`src/rtl/smc_pkg.sv`:
```
// Package with register map, field layout and types of the switch matrix
package smc_pkg;

    // Bus widths
    localparam int SMC_ADDR_W = 16;
    localparam int SMC_DATA_W = 32;
    localparam int SMC_STRB_W = SMC_DATA_W / 8;
    localparam int SMC_WORD_LSB = 2;

    typedef logic [SMC_ADDR_W-1:0] smc_addr_t;
    typedef logic [SMC_DATA_W-1:0] smc_data_t;
    typedef logic [SMC_STRB_W-1:0] smc_strb_t;

    // Register byte offsets
    localparam smc_addr_t SMC_OFF_MATRIX_CFG = 16'h200C;
    localparam smc_addr_t SMC_OFF_DRIVE_FULL = 16'h2150;
    localparam smc_addr_t SMC_OFF_NEG_FULL = 16'h2154;
    localparam smc_addr_t SMC_OFF_POS_FULL = 16'h2158;
    localparam smc_addr_t SMC_OFF_AMP_FULL = 16'h215C;
    localparam smc_addr_t SMC_OFF_DRIVE_STA = 16'h21B0;
    localparam smc_addr_t SMC_OFF_POS_STA = 16'h21B4;
    localparam smc_addr_t SMC_OFF_NEG_STA = 16'h21B8;
    localparam smc_addr_t SMC_OFF_AMP_STA = 16'h21BC;

    // Reset values
    localparam smc_data_t SMC_RST_MATRIX_CFG = 32'h0000FFFF;
    localparam smc_data_t SMC_RST_ZERO = 32'h00000000;

    // Writable bits of each register, the rest read as zero
    localparam smc_data_t SMC_MASK_MATRIX_CFG = 32'h0001FFFF;
    localparam smc_data_t SMC_MASK_SIDE_FULL = 32'h0000FFFF;
    localparam smc_data_t SMC_MASK_AMP_FULL = 32'h00000FFF;

    // Group fields of the matrix configuration register
    localparam int SMC_GRP_W = 4;
    localparam int SMC_GRP_SPAN = 12;
    localparam int SMC_GRP_DRIVE_LSB = 0;
    localparam int SMC_GRP_POS_LSB = 4;
    localparam int SMC_GRP_NEG_LSB = 8;
    localparam int SMC_GRP_AMP_LSB = 12;
    localparam int SMC_SRC_SEL_BIT = 16;

    // Named switch bits inside the full configuration registers
    localparam int SMC_DRIVE_CAL_BIT = 11;
    localparam int SMC_POS_CAL_BIT = 11;
    localparam int SMC_NEG_CAL_BIT = 11;
    localparam int SMC_AMP_CAL_BIT = 11;
    localparam int SMC_SENSE_BIT = 9;
    localparam int SMC_ELEC_LSB = 12;
    localparam int SMC_ELEC_W = 3;
    localparam int SMC_TIE_BIT = 12;
    localparam int SMC_TIE2_BIT = 13;

    // AXI response codes
    localparam logic [1:0] SMC_RESP_OKAY = 2'h0;
    localparam logic [1:0] SMC_RESP_SLVERR = 2'h2;

    // Applied state of all four switch groups
    typedef struct packed {
        smc_data_t amp;
        smc_data_t negative;
        smc_data_t positive;
        smc_data_t drive;
    } smc_sw_state_t;

    // Decoded analog routing controls
    typedef struct packed {
        logic cal_a_drive;
        logic cal_a_positive;
        logic cal_b_negative;
        logic cal_b_amp;
        logic sense_amp;
        logic positive_low_tie;
        logic positive_low_tie_second;
        logic negative_low_tie;
        logic negative_low_tie_second;
        logic [SMC_ELEC_W-1:0] electrode_route;
    } smc_route_t;

    // Byte-lane merge of a write into a register, limited to its mask
    function automatic smc_data_t smc_merge(input smc_data_t old_v,
                                            input smc_data_t new_v,
                                            input smc_strb_t strb,
                                            input smc_data_t mask);
        smc_data_t res;
        res = old_v;
        for (int b = 0; b < SMC_STRB_W; b++) begin
            if (strb[b]) begin
                res[b*8 +: 8] = new_v[b*8 +: 8];
            end
        end
        return res & mask;
    endfunction : smc_merge

endpackage : smc_pkg

```
`src/rtl/smc_group_decode.sv`:
```
// Decoder from one group code to the closed switches of that group
`timescale 1ns/1ps
`default_nettype none

module smc_group_decode #(
    parameter int CODE_W = 4,
    parameter int OUT_W = 32,
    parameter int SPAN = 12
) (
    // Group code
    input wire logic [CODE_W-1:0] code_i,
    // One switch closed, or none for codes beyond the span
    output logic [OUT_W-1:0] closed_o
);

    // One-hot select; out-of-span codes leave the group open
    always_comb begin
        closed_o = '0;
        for (int i = 0; i < SPAN; i++) begin
            closed_o[i] = (code_i == CODE_W'(i));
        end
    end

endmodule : smc_group_decode

`default_nettype wire

```
`src/rtl/smc_switch_matrix.sv`:
```
// Switch matrix register bank with AXI4-Lite slave and applied states
//
// The AXI4-Lite interface to the registers was decided locally.
`timescale 1ns/1ps
`default_nettype none

module smc_switch_matrix (
    // Clock and reset
    input wire logic clk_i,
    input wire logic rst_b_i,
    // AXI4-Lite write address
    input wire logic s_axi_awvalid,
    output logic s_axi_awready,
    input wire smc_pkg::smc_addr_t s_axi_awaddr,
    // AXI4-Lite write data
    input wire logic s_axi_wvalid,
    output logic s_axi_wready,
    input wire smc_pkg::smc_data_t s_axi_wdata,
    input wire smc_pkg::smc_strb_t s_axi_wstrb,
    // AXI4-Lite write response
    output logic s_axi_bvalid,
    input wire logic s_axi_bready,
    output logic [1:0] s_axi_bresp,
    // AXI4-Lite read address
    input wire logic s_axi_arvalid,
    output logic s_axi_arready,
    input wire smc_pkg::smc_addr_t s_axi_araddr,
    // AXI4-Lite read data
    output logic s_axi_rvalid,
    input wire logic s_axi_rready,
    output smc_pkg::smc_data_t s_axi_rdata,
    output logic [1:0] s_axi_rresp,
    // Analog switch controls
    output smc_pkg::smc_sw_state_t sw_state_o,
    output smc_pkg::smc_route_t route_o,
    output logic src_full_o
);
    import smc_pkg::*;

    // Write channel holding state
    logic aw_hold_r;
    smc_addr_t aw_addr_r;
    logic w_hold_r;
    smc_data_t w_data_r;
    smc_strb_t w_strb_r;
    logic bvalid_r;
    logic [1:0] bresp_r;

    // Read channel state
    logic rvalid_r;
    smc_data_t rdata_r;
    logic [1:0] rresp_r;

    // Software registers
    smc_data_t matrix_cfg_r;
    smc_data_t drive_full_r;
    smc_data_t neg_full_r;
    smc_data_t pos_full_r;
    smc_data_t amp_full_r;

    // Full config copy taken when source select is set
    smc_sw_state_t full_snap_r;

    // Applied switch states, also the status registers
    smc_sw_state_t applied_r;
    smc_sw_state_t applied_nxt;
    smc_sw_state_t group_closed;

    // Write strobe and decode
    logic wr_go;
    smc_addr_t wr_word;
    smc_addr_t rd_word;
    logic wr_hit;
    logic src_sel;

    // Word-aligned addresses ignore the byte lane bits
    assign wr_word = {aw_addr_r[SMC_ADDR_W-1:SMC_WORD_LSB],
                      SMC_WORD_LSB'(0)};
    assign rd_word = {s_axi_araddr[SMC_ADDR_W-1:SMC_WORD_LSB],
                      SMC_WORD_LSB'(0)};

    // A write fires once address and data are both held
    // Nothing new is taken while a response waits for bready
    assign wr_go = aw_hold_r && w_hold_r && !bvalid_r;
    assign src_sel = matrix_cfg_r[SMC_SRC_SEL_BIT];

    // Handshake outputs
    // Ready stays low while a channel is held or a reply waits
    assign s_axi_awready = !aw_hold_r && !bvalid_r;
    assign s_axi_wready = !w_hold_r && !bvalid_r;
    assign s_axi_bvalid = bvalid_r;
    assign s_axi_bresp = bresp_r;
    assign s_axi_arready = !rvalid_r;
    assign s_axi_rvalid = rvalid_r;
    assign s_axi_rdata = rdata_r;
    assign s_axi_rresp = rresp_r;

    // Hit check over the map for writes
    // Status words are hits too, so their ignored writes answer OKAY
    always_comb begin
        case (wr_word)
            SMC_OFF_MATRIX_CFG,
            SMC_OFF_DRIVE_FULL,
            SMC_OFF_NEG_FULL,
            SMC_OFF_POS_FULL,
            SMC_OFF_AMP_FULL,
            SMC_OFF_DRIVE_STA,
            SMC_OFF_POS_STA,
            SMC_OFF_NEG_STA,
            SMC_OFF_AMP_STA: wr_hit = 1'b1;
            default: wr_hit = 1'b0;
        endcase
    end

    // Write address capture
    // Address and data may arrive in either order
    always_ff @(posedge clk_i) begin
        if (!rst_b_i) begin
            aw_hold_r <= 1'b0;
            aw_addr_r <= '0;
        end else if (s_axi_awvalid && s_axi_awready) begin
            aw_hold_r <= 1'b1;
            aw_addr_r <= s_axi_awaddr;
        end else if (wr_go) begin
            aw_hold_r <= 1'b0;
        end
    end

    // Write data capture
    always_ff @(posedge clk_i) begin
        if (!rst_b_i) begin
            w_hold_r <= 1'b0;
            w_data_r <= '0;
            w_strb_r <= '0;
        end else if (s_axi_wvalid && s_axi_wready) begin
            w_hold_r <= 1'b1;
            w_data_r <= s_axi_wdata;
            w_strb_r <= s_axi_wstrb;
        end else if (wr_go) begin
            w_hold_r <= 1'b0;
        end
    end

    // Write response, error for unmapped words
    // The response stands until the master raises bready
    always_ff @(posedge clk_i) begin
        if (!rst_b_i) begin
            bvalid_r <= 1'b0;
            bresp_r <= SMC_RESP_OKAY;
        end else if (wr_go) begin
            bvalid_r <= 1'b1;
            bresp_r <= wr_hit ? SMC_RESP_OKAY : SMC_RESP_SLVERR;
        end else if (s_axi_bready) begin
            bvalid_r <= 1'b0;
        end
    end

    // Matrix configuration register
    always_ff @(posedge clk_i) begin
        if (!rst_b_i) begin
            matrix_cfg_r <= SMC_RST_MATRIX_CFG;
        end else if (wr_go && wr_word == SMC_OFF_MATRIX_CFG) begin
            matrix_cfg_r <= smc_merge(matrix_cfg_r, w_data_r, w_strb_r,
                                      SMC_MASK_MATRIX_CFG);
        end
    end

    // Full configuration registers, stored but not yet applied
    always_ff @(posedge clk_i) begin
        if (!rst_b_i) begin
            drive_full_r <= SMC_RST_ZERO;
            neg_full_r <= SMC_RST_ZERO;
            pos_full_r <= SMC_RST_ZERO;
            amp_full_r <= SMC_RST_ZERO;
        end else if (wr_go) begin
            case (wr_word)
                SMC_OFF_DRIVE_FULL: begin
                    drive_full_r <= smc_merge(drive_full_r, w_data_r,
                                              w_strb_r, SMC_MASK_SIDE_FULL);
                end
                SMC_OFF_NEG_FULL: begin
                    neg_full_r <= smc_merge(neg_full_r, w_data_r,
                                            w_strb_r, SMC_MASK_SIDE_FULL);
                end
                SMC_OFF_POS_FULL: begin
                    pos_full_r <= smc_merge(pos_full_r, w_data_r,
                                            w_strb_r, SMC_MASK_SIDE_FULL);
                end
                SMC_OFF_AMP_FULL: begin
                    // Upper bits stay zero
                    amp_full_r <= smc_merge(amp_full_r, w_data_r,
                                            w_strb_r, SMC_MASK_AMP_FULL);
                end
                default: begin
                    // Other words leave these alone
                end
            endcase
        end
    end

    // Snapshot of full config at each write that sets source select
    // Later full writes are only stored, so software can stage
    // several registers and move every switch on one edge
    always_ff @(posedge clk_i) begin
        if (!rst_b_i) begin
            full_snap_r <= '0;
        end else if (wr_go && wr_word == SMC_OFF_MATRIX_CFG &&
                     w_strb_r[SMC_SRC_SEL_BIT/8] &&
                     w_data_r[SMC_SRC_SEL_BIT]) begin
            full_snap_r.drive <= drive_full_r;
            full_snap_r.negative <= neg_full_r;
            full_snap_r.positive <= pos_full_r;
            full_snap_r.amp <= amp_full_r;
        end
    end

    // Group decoders, one per switch group
    // Codes beyond the span leave that group fully open
    smc_group_decode #(
        .CODE_W(SMC_GRP_W),
        .OUT_W(SMC_DATA_W),
        .SPAN(SMC_GRP_SPAN)
    ) u_dec_drive (
        .code_i(matrix_cfg_r[SMC_GRP_DRIVE_LSB +: SMC_GRP_W]),
        .closed_o(group_closed.drive)
    );

    smc_group_decode #(
        .CODE_W(SMC_GRP_W),
        .OUT_W(SMC_DATA_W),
        .SPAN(SMC_GRP_SPAN)
    ) u_dec_pos (
        .code_i(matrix_cfg_r[SMC_GRP_POS_LSB +: SMC_GRP_W]),
        .closed_o(group_closed.positive)
    );

    smc_group_decode #(
        .CODE_W(SMC_GRP_W),
        .OUT_W(SMC_DATA_W),
        .SPAN(SMC_GRP_SPAN)
    ) u_dec_neg (
        .code_i(matrix_cfg_r[SMC_GRP_NEG_LSB +: SMC_GRP_W]),
        .closed_o(group_closed.negative)
    );

    smc_group_decode #(
        .CODE_W(SMC_GRP_W),
        .OUT_W(SMC_DATA_W),
        .SPAN(SMC_GRP_SPAN)
    ) u_dec_amp (
        .code_i(matrix_cfg_r[SMC_GRP_AMP_LSB +: SMC_GRP_W]),
        .closed_o(group_closed.amp)
    );

    // Choose the control path for the switches
    // Group control after reset, since the select bit resets clear
    always_comb begin
        if (src_sel) begin
            applied_nxt = full_snap_r;
        end else begin
            applied_nxt = group_closed;
        end
    end

    // Applied switch state, open from reset
    // Registered so every switch moves on a single clean edge
    always_ff @(posedge clk_i) begin
        if (!rst_b_i) begin
            applied_r <= '0;
        end else begin
            applied_r <= applied_nxt;
        end
    end

    // Read decode of registers and status
    // Unmapped words read zero with a slave error
    always_ff @(posedge clk_i) begin
        if (!rst_b_i) begin
            rvalid_r <= 1'b0;
            rdata_r <= '0;
            rresp_r <= SMC_RESP_OKAY;
        end else if (s_axi_arvalid && s_axi_arready) begin
            rvalid_r <= 1'b1;
            rresp_r <= SMC_RESP_OKAY;
            case (rd_word)
                SMC_OFF_MATRIX_CFG: rdata_r <= matrix_cfg_r;
                SMC_OFF_DRIVE_FULL: rdata_r <= drive_full_r;
                SMC_OFF_NEG_FULL: rdata_r <= neg_full_r;
                SMC_OFF_POS_FULL: rdata_r <= pos_full_r;
                SMC_OFF_AMP_FULL: rdata_r <= amp_full_r;
                // Status words mirror the applied switches
                SMC_OFF_DRIVE_STA: rdata_r <= applied_r.drive;
                SMC_OFF_POS_STA: rdata_r <= applied_r.positive;
                SMC_OFF_NEG_STA: rdata_r <= applied_r.negative;
                SMC_OFF_AMP_STA: rdata_r <= applied_r.amp;
                default: begin
                    rdata_r <= '0;
                    rresp_r <= SMC_RESP_SLVERR;
                end
            endcase
        end else if (s_axi_rready) begin
            rvalid_r <= 1'b0;
        end
    end

    // Switch state outputs
    assign sw_state_o = applied_r;
    assign src_full_o = src_sel;

    // Named analog links from the applied bits
    // Links follow whichever control path is active
    always_comb begin
        route_o.cal_a_drive = applied_r.drive[SMC_DRIVE_CAL_BIT];
        route_o.cal_a_positive = applied_r.positive[SMC_POS_CAL_BIT];
        route_o.cal_b_negative = applied_r.negative[SMC_NEG_CAL_BIT];
        route_o.cal_b_amp = applied_r.amp[SMC_AMP_CAL_BIT];
        route_o.sense_amp = applied_r.amp[SMC_SENSE_BIT];
        // Low ties for hibernate, closed by software
        route_o.positive_low_tie = applied_r.positive[SMC_TIE_BIT];
        route_o.positive_low_tie_second = applied_r.positive[SMC_TIE2_BIT];
        route_o.negative_low_tie = applied_r.negative[SMC_TIE_BIT];
        route_o.negative_low_tie_second = applied_r.negative[SMC_TIE2_BIT];
        // Electrode switches only, never a converter input
        route_o.electrode_route =
            applied_r.drive[SMC_ELEC_LSB +: SMC_ELEC_W];
    end

endmodule : smc_switch_matrix

`default_nettype wire

```
`config.mk`:
```
export PLATFORM = sky130hd
export DESIGN_NAME = smc_switch_matrix
export DESIGN_NICKNAME = d
export VERILOG_FILES = /design/src/rtl/smc_pkg.sv /design/src/rtl/smc_group_decode.sv /design/src/rtl/smc_switch_matrix.sv
export SDC_FILE = /design/constraint.sdc
export NUM_CORES = 1
export LEC_CHECK = 0
export ABC_AREA = 1
export BUFFER_PORTS_ARGS = -buffer_cell sky130_fd_sc_hd__buf_2
export CORE_MARGIN = 2
export CORE_UTILIZATION = 50
export CTS_BUF_LIST = sky130_fd_sc_hd__clkbuf_8
export CTS_CLUSTER_DIAMETER = 150
export DETAILED_ROUTE_END_ITERATION = 7
export PLACE_DENSITY = 0.74
export REMOVE_ABC_BUFFERS = 1
export SYNTH_ARGS = -nofsm -noshare
export SYNTH_HDL_FRONTEND = slang
export SYNTH_SLANG_ARGS = --single-unit
```
`constraint.sdc`:
```
create_clock -name clk_i -period 1.9 [get_ports clk_i]
set_input_delay 0.38 -clock clk_i [delete_from_list [all_inputs] [get_ports clk_i]]
set_output_delay 0.38 -clock clk_i [all_outputs]
set_load 0.005 [all_outputs]
```
== Word level (Yosys, flattened, before mapping) ==
Index checks and enable logic that the tools add are counted.
Cells by class
  multiplexer cells: 12
  reduce and logical (&&, ||, !) cells: 36
  eq/ne operators: 62
Operators with widths (number)
  == test 14 x 12 -> 1 bit (second input constant): 18
  case mux 17 bit (9 select lines): 1
  two-way mux 108 bit: 1
  == test 4 x 3 -> 1 bit (second input constant): 16
  == test 4 bit (second input constant): 16
  == test 4 x 2 -> 1 bit (second input constant): 8
  AND reduction 3 bit: 8
  OR reduction 9 bit: 2
  == test 4 x 1 -> 1 bit (second input constant): 4
  zero test 4 bit: 4
  logical AND 1 bit: 10
  two-way mux 1 bit: 8
  AND reduction 2 bit: 4
  nonzero test 2 bit: 4
  zero test 1 bit: 4
  two-way mux 2 bit: 2
Word-level totals
  word-level logic and storage cells: 142
  output and inout bits: 182
  flip-flop bits (word level): 273
  input port bits: 75

== Logic depth before layout (Yosys ltp) ==
Gate-level depths: netlist of the first run.
  depth in word-level cells: 5
  gate-level depth with buffers: 12

== Hierarchy ==
From an unflattened synthesis of the first run, not the netlist that was laid out.
Unflattened totals
  cell total of the unflattened synthesis: 2007
  area total of the unflattened synthesis: 14457.6 um^2
By module, submodules not included
  smc_switch_matrix: cells an instance 1831, times used 1, seq. area each 6746.5 um^2, area each 13466.7 um^2
  smc_group_decode: cells an instance 44, times used 4, seq. area each 0.0 um^2, area each 247.7 um^2

== Least setup slack after synthesis of the first run ==
Ideal clock, no wire load.
  path type: in2reg
  start: in s_axi_araddr[15]
  end: reg rdata_r[6] (netlist: s_axi_rdata[6])
  path buffers: 1
  cell stages on the path: 10
  setup slack: 0.416 ns
  library setup time: 0.068 ns
  data arrival time: 1.416 ns
  data required time: 1.832 ns
  cell sequence: nor2_1 > nand2_1 > nor2_4 > buf_1 > nand3_1 > nand2_1 > nor2_1 > nand3_1 > nand2_1 > a21oi_2
On the way
  cells in the longest elaborated chain, start to end: 2
  elaborated cells on any way between the ends: 10
RTL lines
  start: declaration: RTL line smc_switch_matrix.sv:27  | input wire smc_pkg::smc_addr_t s_axi_araddr,
  == test 14 x 12 -> 1 bit: RTL line smc_switch_matrix.sv:285  | case (rd_word)
  case mux 17 bit (9 select lines) (*): RTL line smc_switch_matrix.sv:285
  end signal: assignment: RTL line smc_switch_matrix.sv:286  | SMC_OFF_MATRIX_CFG: rdata_r <= matrix_cfg_r;
  end signal: assignment: RTL line smc_switch_matrix.sv:287  | SMC_OFF_DRIVE_FULL: rdata_r <= drive_full_r;
  end signal: assignment: RTL line smc_switch_matrix.sv:288  | SMC_OFF_NEG_FULL: rdata_r <= neg_full_r;
  end: declaration: RTL line smc_switch_matrix.sv:51  | smc_data_t rdata_r;
Every way passes the cells marked *; elsewhere a longest branch is shown, timed or not.
A chain may end at the register's enable or synchronous reset.

== Worst setup path after layout of the first run ==
  start: reg aw_addr_r[13]
  end: reg full_snap_r[98] (netlist name)
On the way
  cells in the longest elaborated chain, start to end: 4
RTL lines
  start: declaration: RTL line smc_switch_matrix.sv:42  | smc_addr_t aw_addr_r;
  start signal: assignment: RTL line smc_switch_matrix.sv:123  | aw_addr_r <= s_axi_awaddr;
  == test 14 x 12 -> 1 bit: RTL line smc_switch_matrix.sv:207  | end else if (wr_go && wr_word == SMC_OFF_MATRIX_CFG &&
  logical AND 1 bit (2 in a row): RTL line smc_switch_matrix.sv:207
  logical AND 1 bit: RTL line smc_switch_matrix.sv:208  | w_strb_r[SMC_SRC_SEL_BIT/8] &&
  end: declaration: RTL line smc_switch_matrix.sv:62  | smc_sw_state_t full_snap_r;
No other way between the ends.

==> run_results.csv, run 1 <==
group,metric,value,unit
finish,layout.cells.non_filler,2057,
finish,num_antenna_cells,0,
timing,hold_viol,0,
finish,final_cell_mix,"nand2_1, dfxtp_1, nor2_1",
global_route,grt_overflow,0,
floorplanning,io_pins,257,
finish,final.fill_count,2157,
timing,setup_tns,0,ns
synthesis,synth_top_area_share,44.84,%
outcome,status,"completed",
detailed_routing,vias,10500,
floorplanning,die_y,154.6,microns
critical_path,arrival,2.22,ns
synthesis,yosys.area.top_type,"dfxtp_1",
detailed_routing,first_pass_iters,5,
clock_tree,cts_root_buf,"clkbuf_8",
timing,rsz0062_at_grt,"no",
floorplanning,start_util,50.55,%
finish,drive_gt1_share,16.08,%
global_route,grt_usage,26.69,%
finish,fin_nets,1819,
clock_tree,cts_hold_buf,0,
power_and_ir_drop,power_per_cell_area,810.8,nW/um^2
synthesis,yosys-top-cells-area,"dfxtp_1, nand2_1, nor2_1",
clock_tree,numCtsBuffers,41,
synthesis,synth-seq-cells,254,
critical_path,r2r_cells,10,
finish,fin_area,13020,sq um
critical_path,cpPeakStageDelay,0.30,ns
synthesis,synth.distinct_cells,29,
synthesis,synth_warnings,0,
critical_path,path_cells,"inv_1 -> nor2_1 -> nand4_1 -> inv_1 -> nand4_1 -> buf_12 -> buf_4 -> nand2_1 -> nand2_1 -> nor2_1",
hold_path,whs_endpoint,"w_data_r[7]$_SDFFE_PN0P_",
critical_path,cp_max_fo,21,
clock_tree,clk_path_buf_depth,3,
floorplanning,rows,55,
power_and_ir_drop,p_sw,2.570,mW
clock_tree,cts_setup_buffers,0,
finish,syn_to_final_growth,14.82,%
critical_path,crit_type,"flop to flop",
critical_path,slowest_stage,"dfxtp_1",
power_and_ir_drop,seq_power_share,52.1,%
global_route,grt_pass1_vias,9624,
detailed_routing,wl_per_cell,15.81,microns
detailed_routing,vias_per_cell,5.105,
timing,setup_violations,0,
detailed_routing,first_iter_violations,994,
synthesis,seq_area_frac_synth,44.84,%
floorplanning,fp.coreArea,22430,sq um
critical_path,cp-startpoint,"aw_addr_r[13]$_SDFFE_PN0P_",
global_route,grt_pass1_wl,50.29,mm
power_and_ir_drop,swShare,24.35,%
timing,fmax,571.1,MHz
timing,period_minus_slack,1.751,ns
finish,sequential_cell_area,5085,sq um
place,placed_area,12220,sq um
power_and_ir_drop,clockPowerShare,43.0,%
detailed_routing,antenna_left,0,
place,numPortBuffers,151,
synthesis,netlist_area,11340,sq um
synthesis,syn_inst,1593,
critical_path,startpoint_type,"flop",
finish,layout_commonest_cell,"nand2_1",
clock_tree,cts_tree,"done",
global_route,antenna_found_initial,0,
critical_path,worstPathRequired,2.37,ns
power_and_ir_drop,power.internal,7.987,mW
critical_path,path_buf_inv,4,
synthesis,syn_avg_cell_area,7.119,sq um
hold_path,min_path_cells,3,
detailed_routing,routed_wirelength,32.53,mm
place,gp_congestion,0.9094,
timing,period_share,92.17,%
critical_path,rrSetupSlack,0.15,ns
clock_tree,h-tree-depth,2,
global_route,grt_max_degree,60,
power_and_ir_drop,p_leak,6.363,nW
clock_tree,clk_pin_slew,0.06,ns
critical_path,worstReg2RegEnd,"full_snap_r[98]$_SDFFE_PN0P_",
critical_path,endpoint_kind,"flop",
critical_path,crit_family,"simple AND/OR/NAND/NOR gates",
floorplanning,dieArea,23900,sq um
hold_path,min_path_type,"input pin to flop",
timing,worst_slew_pin_slew,0.6451,ns
power_and_ir_drop,ir_drop,0.4366,mV
place,dp_cells,1986,
power_and_ir_drop,finalPower,10.56,mW
timing,drv_slew,0,
timing,finClkSkew,0.02322,ns
run,maxCapViolations,0,
finish,multi_input_area,4792,sq um
detailed_routing,drc,0,
critical_path,r2r-start,"aw_addr_r[13]$_SDFFE_PN0P_",
timing,slew_headroom,56.89,%
clock_tree,cts_sinks,254,
power_and_ir_drop,share_comb_of_total_power,4.9,%
place,place_hpwl,23.00,mm
floorplanning,die_x,154.6,microns
finish,fin_util,58.04,%
clock_tree,clk_latency,0.55,ns
hold_path,hold_start,"s_axi_wdata[7]",
## final cells by class
type                            instances  share of cell area [%]
Clock inverter                         20                  0.6630
Multi-Input combinational cell       1073                   36.80
Timing Repair Buffer                  202                   10.40
Tap cell                              285                   2.739
Inverter                              172                   4.958
Clock buffer                           51                   5.391
Sequential cell                       254                   39.05
## worst max path at each step
stage | to | slack, ns | cells past startpoint
floorplan | matrix_cfg_r[16]$_SDFFE_PN0P_ | -2.06 | 6
global placement | s_axi_rdata[13]$_SDFFE_PN0P_ | 0.04 | 12
detailed placement | s_axi_rdata[15]$_SDFFE_PN0P_ | -0.02 | 12
CTS | matrix_cfg_r[3]$_SDFFE_PN1P_ | 0.15 | 9
global route | amp_full_r[11]$_SDFFE_PN0P_ | 0.03 | 7
finish | full_snap_r[98]$_SDFFE_PN0P_ | 0.15 | 10
## cells in the mapped netlist, drive strengths merged
master	instances
buf	140
o21ai	114
nand3	165
inv	168
o32ai	2
dfxtp	254
conb	1
nand2	277
and2	1
a21oi	105
nor2	267
nor3	4
clkinv	4
clkbuf	38
nand4	5
nor4	1
o21a	1
a31o	1
o22ai	45
## timing repair
action / in CTS / in global routing
setup endpoints to repair: 0 / 10
resized for setup: 0 / 2
endpoints found under the hold margin: 0 / 0
## layer usage
layer,wire length (microns),global-route usage (%),up-vias
met3,2372,4.259,71
met2,15550,45.26,447
met4,1175,10.36,0
met1,13430,34.20,4766
li1,-,-,5218
met5,0,0,-
## power groups by stage
| stage | clock network (mW) | registers, mW | logic [mW] |
|---|---|---|---|
| after floorplan | 0 | 5.57 | 0.275 |
| after global placement | 0 | 5.61 | 0.505 |
| after detailed placement | 0 | 5.61 | 0.515 |
| after CTS | 4.61 | 5.49 | 0.517 |
| after global routing | 4.86 | 5.50 | 0.597 |
| final | 4.54 | 5.50 | 0.522 |
## sequential cells by signal, summed over array words and instances, names as in the netlist, 12 cells and up
name	cells
pos_full_r	16
matrix_cfg_r	17
s_axi_rdata	17
aw_addr_r	14
amp_full_r	12
sw_state_o	48
w_data_r	17
full_snap_r	60
drive_full_r	16
route_o	12
neg_full_r	16
## tightest hold or removal path, cell delays in order
cell and delay (ns):
buf_2 0.07, o21ai_0 0.07, nor2_1 0.07
## metrics by stage
step	hold slack (ns)	setup slack, ns
detailed placement	0.4249	-0.01850
finish	0.08497	0.1488
global placement	0.4225	0.03661
CTS	0.06675	0.1532
global route	0.08316	0.03481
floorplan	0.4160	-2.055
## logic make-up after synthesis
family | after synthesis | share of synthesized area, %
AO/OA/AOI/OAI | 268 | 12.54
buffers and inverters | 350 | 15.80
flip-flops | 254 | 44.84
other | 1 | 0.03307
AND/OR/NAND/NOR | 720 | 26.79
No activity file was read; power rests on OpenSTA's default activity.
==> run 2: changes to the inputs <==
- CORE_MARGIN: 2 -> not set
- PLACE_DENSITY: 0.74 -> 0.72
- SYNTH_HIERARCHICAL: not set -> 1
==> run_results.csv, run 2 <==
group,metric,value,unit
timing,period_minus_slack,1.739,ns
critical_path,slowest_stage,"dfxtp_1",
floorplanning,io_pins,257,
synthesis,syn_inst,2007,
timing,slew_headroom,52.57,%
clock_tree,h-tree-depth,2,
finish,final.fill_count,2622,
clock_tree,clk_path_buf_depth,3,
critical_path,r2r-start,"aw_addr_r[11]$_SDFFE_PN0P_",
place,place_ws,0.003839,ns
synthesis,synth.most_common_cell,"nor2_1",
clock_tree,cts_tree,"done",
timing,fmax,575.1,MHz
critical_path,crit_end,"full_snap_r[107]$_SDFFE_PN0P_",
critical_path,worstReg2RegEnd,"full_snap_r[107]$_SDFFE_PN0P_",
floorplanning,fp.coreArea,28090,sq um
power_and_ir_drop,power_per_cell_area,832.2,nW/um^2
clock_tree,cts_sinks,337,
clock_tree,clk_pin_slew,0.06,ns
hold_path,min_path_type,"input pin to flop",
synthesis,syn_avg_cell_area,7.204,sq um
global_route,grt_max_degree,93,
outcome,status,"completed",
timing,setup_ws,0.1610,ns
power_and_ir_drop,p_leak,8.226,nW
synthesis,synth_edf_count,0,
global_route,antenna_found_initial,2,
detailed_routing,vias_per_cell,5.037,
critical_path,path_cells,"nor2_1 -> nand4_4 -> nor3_2 -> nand3_2 -> nor2_4 -> buf_12 -> buf_6 -> o21ai_0 -> nor2_1",
detailed_routing,wl_per_cell,15.47,microns
synthesis,synthTopCellsByCount,"nor2_1, dfxtp_1, nand2_1, o21ai_0, inv_1",
synthesis,seq_area_frac_synth,46.66,%
critical_path,cpPeakStageDelay,0.31,ns
critical_path,cp_max_fo,15,
finish,layout_commonest_cell,"nor2_1",
finish,fin_area,17050,sq um
place,placed_area,15870,sq um
finish,final_cell_mix,"nor2_1, dfxtp_1, nand2_1",
timing,period_share,91.52,%
power_and_ir_drop,finalPower,14.19,mW
critical_path,arrival,2.23,ns
detailed_routing,first_pass_iters,6,
global_route,grt_pass1_vias,12020,
global_route,grt_overflow,0,
run,maxCapViolations,0,
timing,worst_slew_pin_slew,0.7114,ns
detailed_routing,antenna_left,0,
critical_path,rrSetupSlack,0.16,ns
finish,drive_gt1_share,18.92,%
synthesis,yosys.area.top_type,"dfxtp_1",
clock_tree,cts_root_buf,"clkbuf_8",
floorplanning,dieArea,29600,sq um
global_route,grt_usage,26.58,%
detailed_routing,drc,0,
floorplanning,die_x,172.0,microns
synthesis,yosys-top-cells-area,"dfxtp_1, nor2_1, o21ai_0",
synthesis,synth_top_area_share,46.66,%
clock_tree,numCtsBuffers,53,
synthesis,async_flop_share,0,%
critical_path,endpoint_kind,"flop",
floorplanning,start_util,51.47,%
detailed_routing,first_iter_violations,1208,
critical_path,crit_type,"flop to flop",
timing,rsz0062_at_grt,"no",
synthesis,netlist_area,14460,sq um
place,numPortBuffers,234,
critical_path,r2r_cells,9,
clock_tree,clk_latency,0.58,ns
synthesis,synth-seq-cells,337,
floorplanning,rows,61,
timing,hold_viol,0,
place,dp_cells,2549,
synthesis,synth.distinct_cells,31,
critical_path,worstPathRequired,2.40,ns
finish,layout.cells.non_filler,2648,
timing,setup_violations,0,
synthesis,synth_warnings,6,
global_route,grt_pass1_wl,61.41,mm
timing,finClkSkew,0.03399,ns
power_and_ir_drop,ir_drop,0.5639,mV
detailed_routing,routed_wirelength,40.96,mm
finish,syn_to_final_growth,17.92,%
timing,drv_slew,0,
place,gp_congestion,0.9078,
finish,fin_util,60.70,%
critical_path,crit_top_cell,"nor2_1",
finish,fin_nets,2306,
finish,largest_reg_flops,116,
floorplanning,die_y,172.0,microns
detailed_routing,vias,13340,
place,place_hpwl,27.06,mm
synthesis,synth_flop_cell,"dfxtp_1",
critical_path,cp-startpoint,"aw_addr_r[11]$_SDFFE_PN0P_",
critical_path,startpoint_type,"flop",
==> run 2: cell count changes in the layout (fill, tap and decap cells not counted), sizes merged, moves of 17 or more <==
| cell | before | now |
|---|---|---|
| dfxtp | 254 | 337 |
| nor2 | 267 | 445 |
| a21oi | 105 | 122 |
| inv | 183 | 206 |
| buf | 202 | 295 |
| clkbuf | 51 | 70 |
| o22ai | 45 | 0 |
| o21ai | 114 | 218 |
==> run 2: report_power, final <==
part           internal, mW  total [mW]  leakage (nW)  switching, mW
combinational         0.275       0.765          4.86          0.491
clock                  3.31        6.06         0.616           2.75
sequential             7.24        7.36          2.75          0.117
==> run 2: worst max-delay path: cells and delay by family (launching register included) <==
family | cells | cell delay (ns)
buffers and inverters | 2 | 0.35
DFF | 1 | 0.31
and+or+nand+nor | 6 | 0.88
AOI/OAI and AO/OA | 1 | 0.10
==> run 2: metal layers <==
layer	share of wire (%)	GRT usage, %	wire (microns)
met5	0	0	0
met4	4.2	12.16	1708
met3	8.5	5.608	3472
met2	47	44.13	19210
met1	40	32.99	16570
==> run 2: kinds of logic after synthesis <==
logic type / share of synthesized area [%]
AND/OR/NAND/NOR: 26.97
other: 0.1298
AO/OA/AOI/OAI: 12.70
buffers and inverters: 13.54
flip-flops: 46.66
==> run 2: repair_timing <==
action / CTS / global route
setup buffers: 0 / 1
setup endpoints to repair: 0 / 43
resized for setup: 0 / 3
hold buffers: 0 / 0
==> run 2: layout make-up <==
cell class / count / area [sq um] / area share [%]
clock inverters: 24 / 123.9 / 0.7266
inverters: 191 / 718.2 / 4.213
diodes: 2 / 5.005 / 0.02936
flip-flops and latches: 337 / 6748 / 39.58
multi-input cells: 1351 / 6068 / 35.59
repair buffers: 297 / 1977 / 11.60
well taps: 378 / 473.0 / 2.774
clock buffers: 68 / 935.9 / 5.489
==> run 2: how the worst min path moves through the flow <==
stage	slack, ns	to	depth (start not counted)	start
after CTS	0.04	aw_addr_r[11]$_SDFFE_PN0P_	3	s_axi_awaddr[11]
after floorplan	0.44	amp_full_r[0]$_SDFFE_PN0P_	2	amp_full_r[0]$_SDFFE_PN0P_
final	0.05	aw_addr_r[11]$_SDFFE_PN0P_	3	s_axi_awaddr[11]
after global placement	0.45	drive_full_r[2]$_SDFFE_PN0P_	2	drive_full_r[2]$_SDFFE_PN0P_
after detailed placement	0.45	drive_full_r[8]$_SDFFE_PN0P_	2	drive_full_r[8]$_SDFFE_PN0P_
after global routing	0.07	aw_addr_r[11]$_SDFFE_PN0P_	3	s_axi_awaddr[11]
==> run 2: through the flow <==
step / hold slack [ns] / TNS [ns]
2_1_floorplan: 0.4368 / -94.35
6_report: 0.05269 / 0
5_1_grt: 0.07341 / 0
4_1_cts: 0.03685 / 0
3_3_place_gp: 0.4472 / 0
3_5_place_dp: 0.4519 / 0
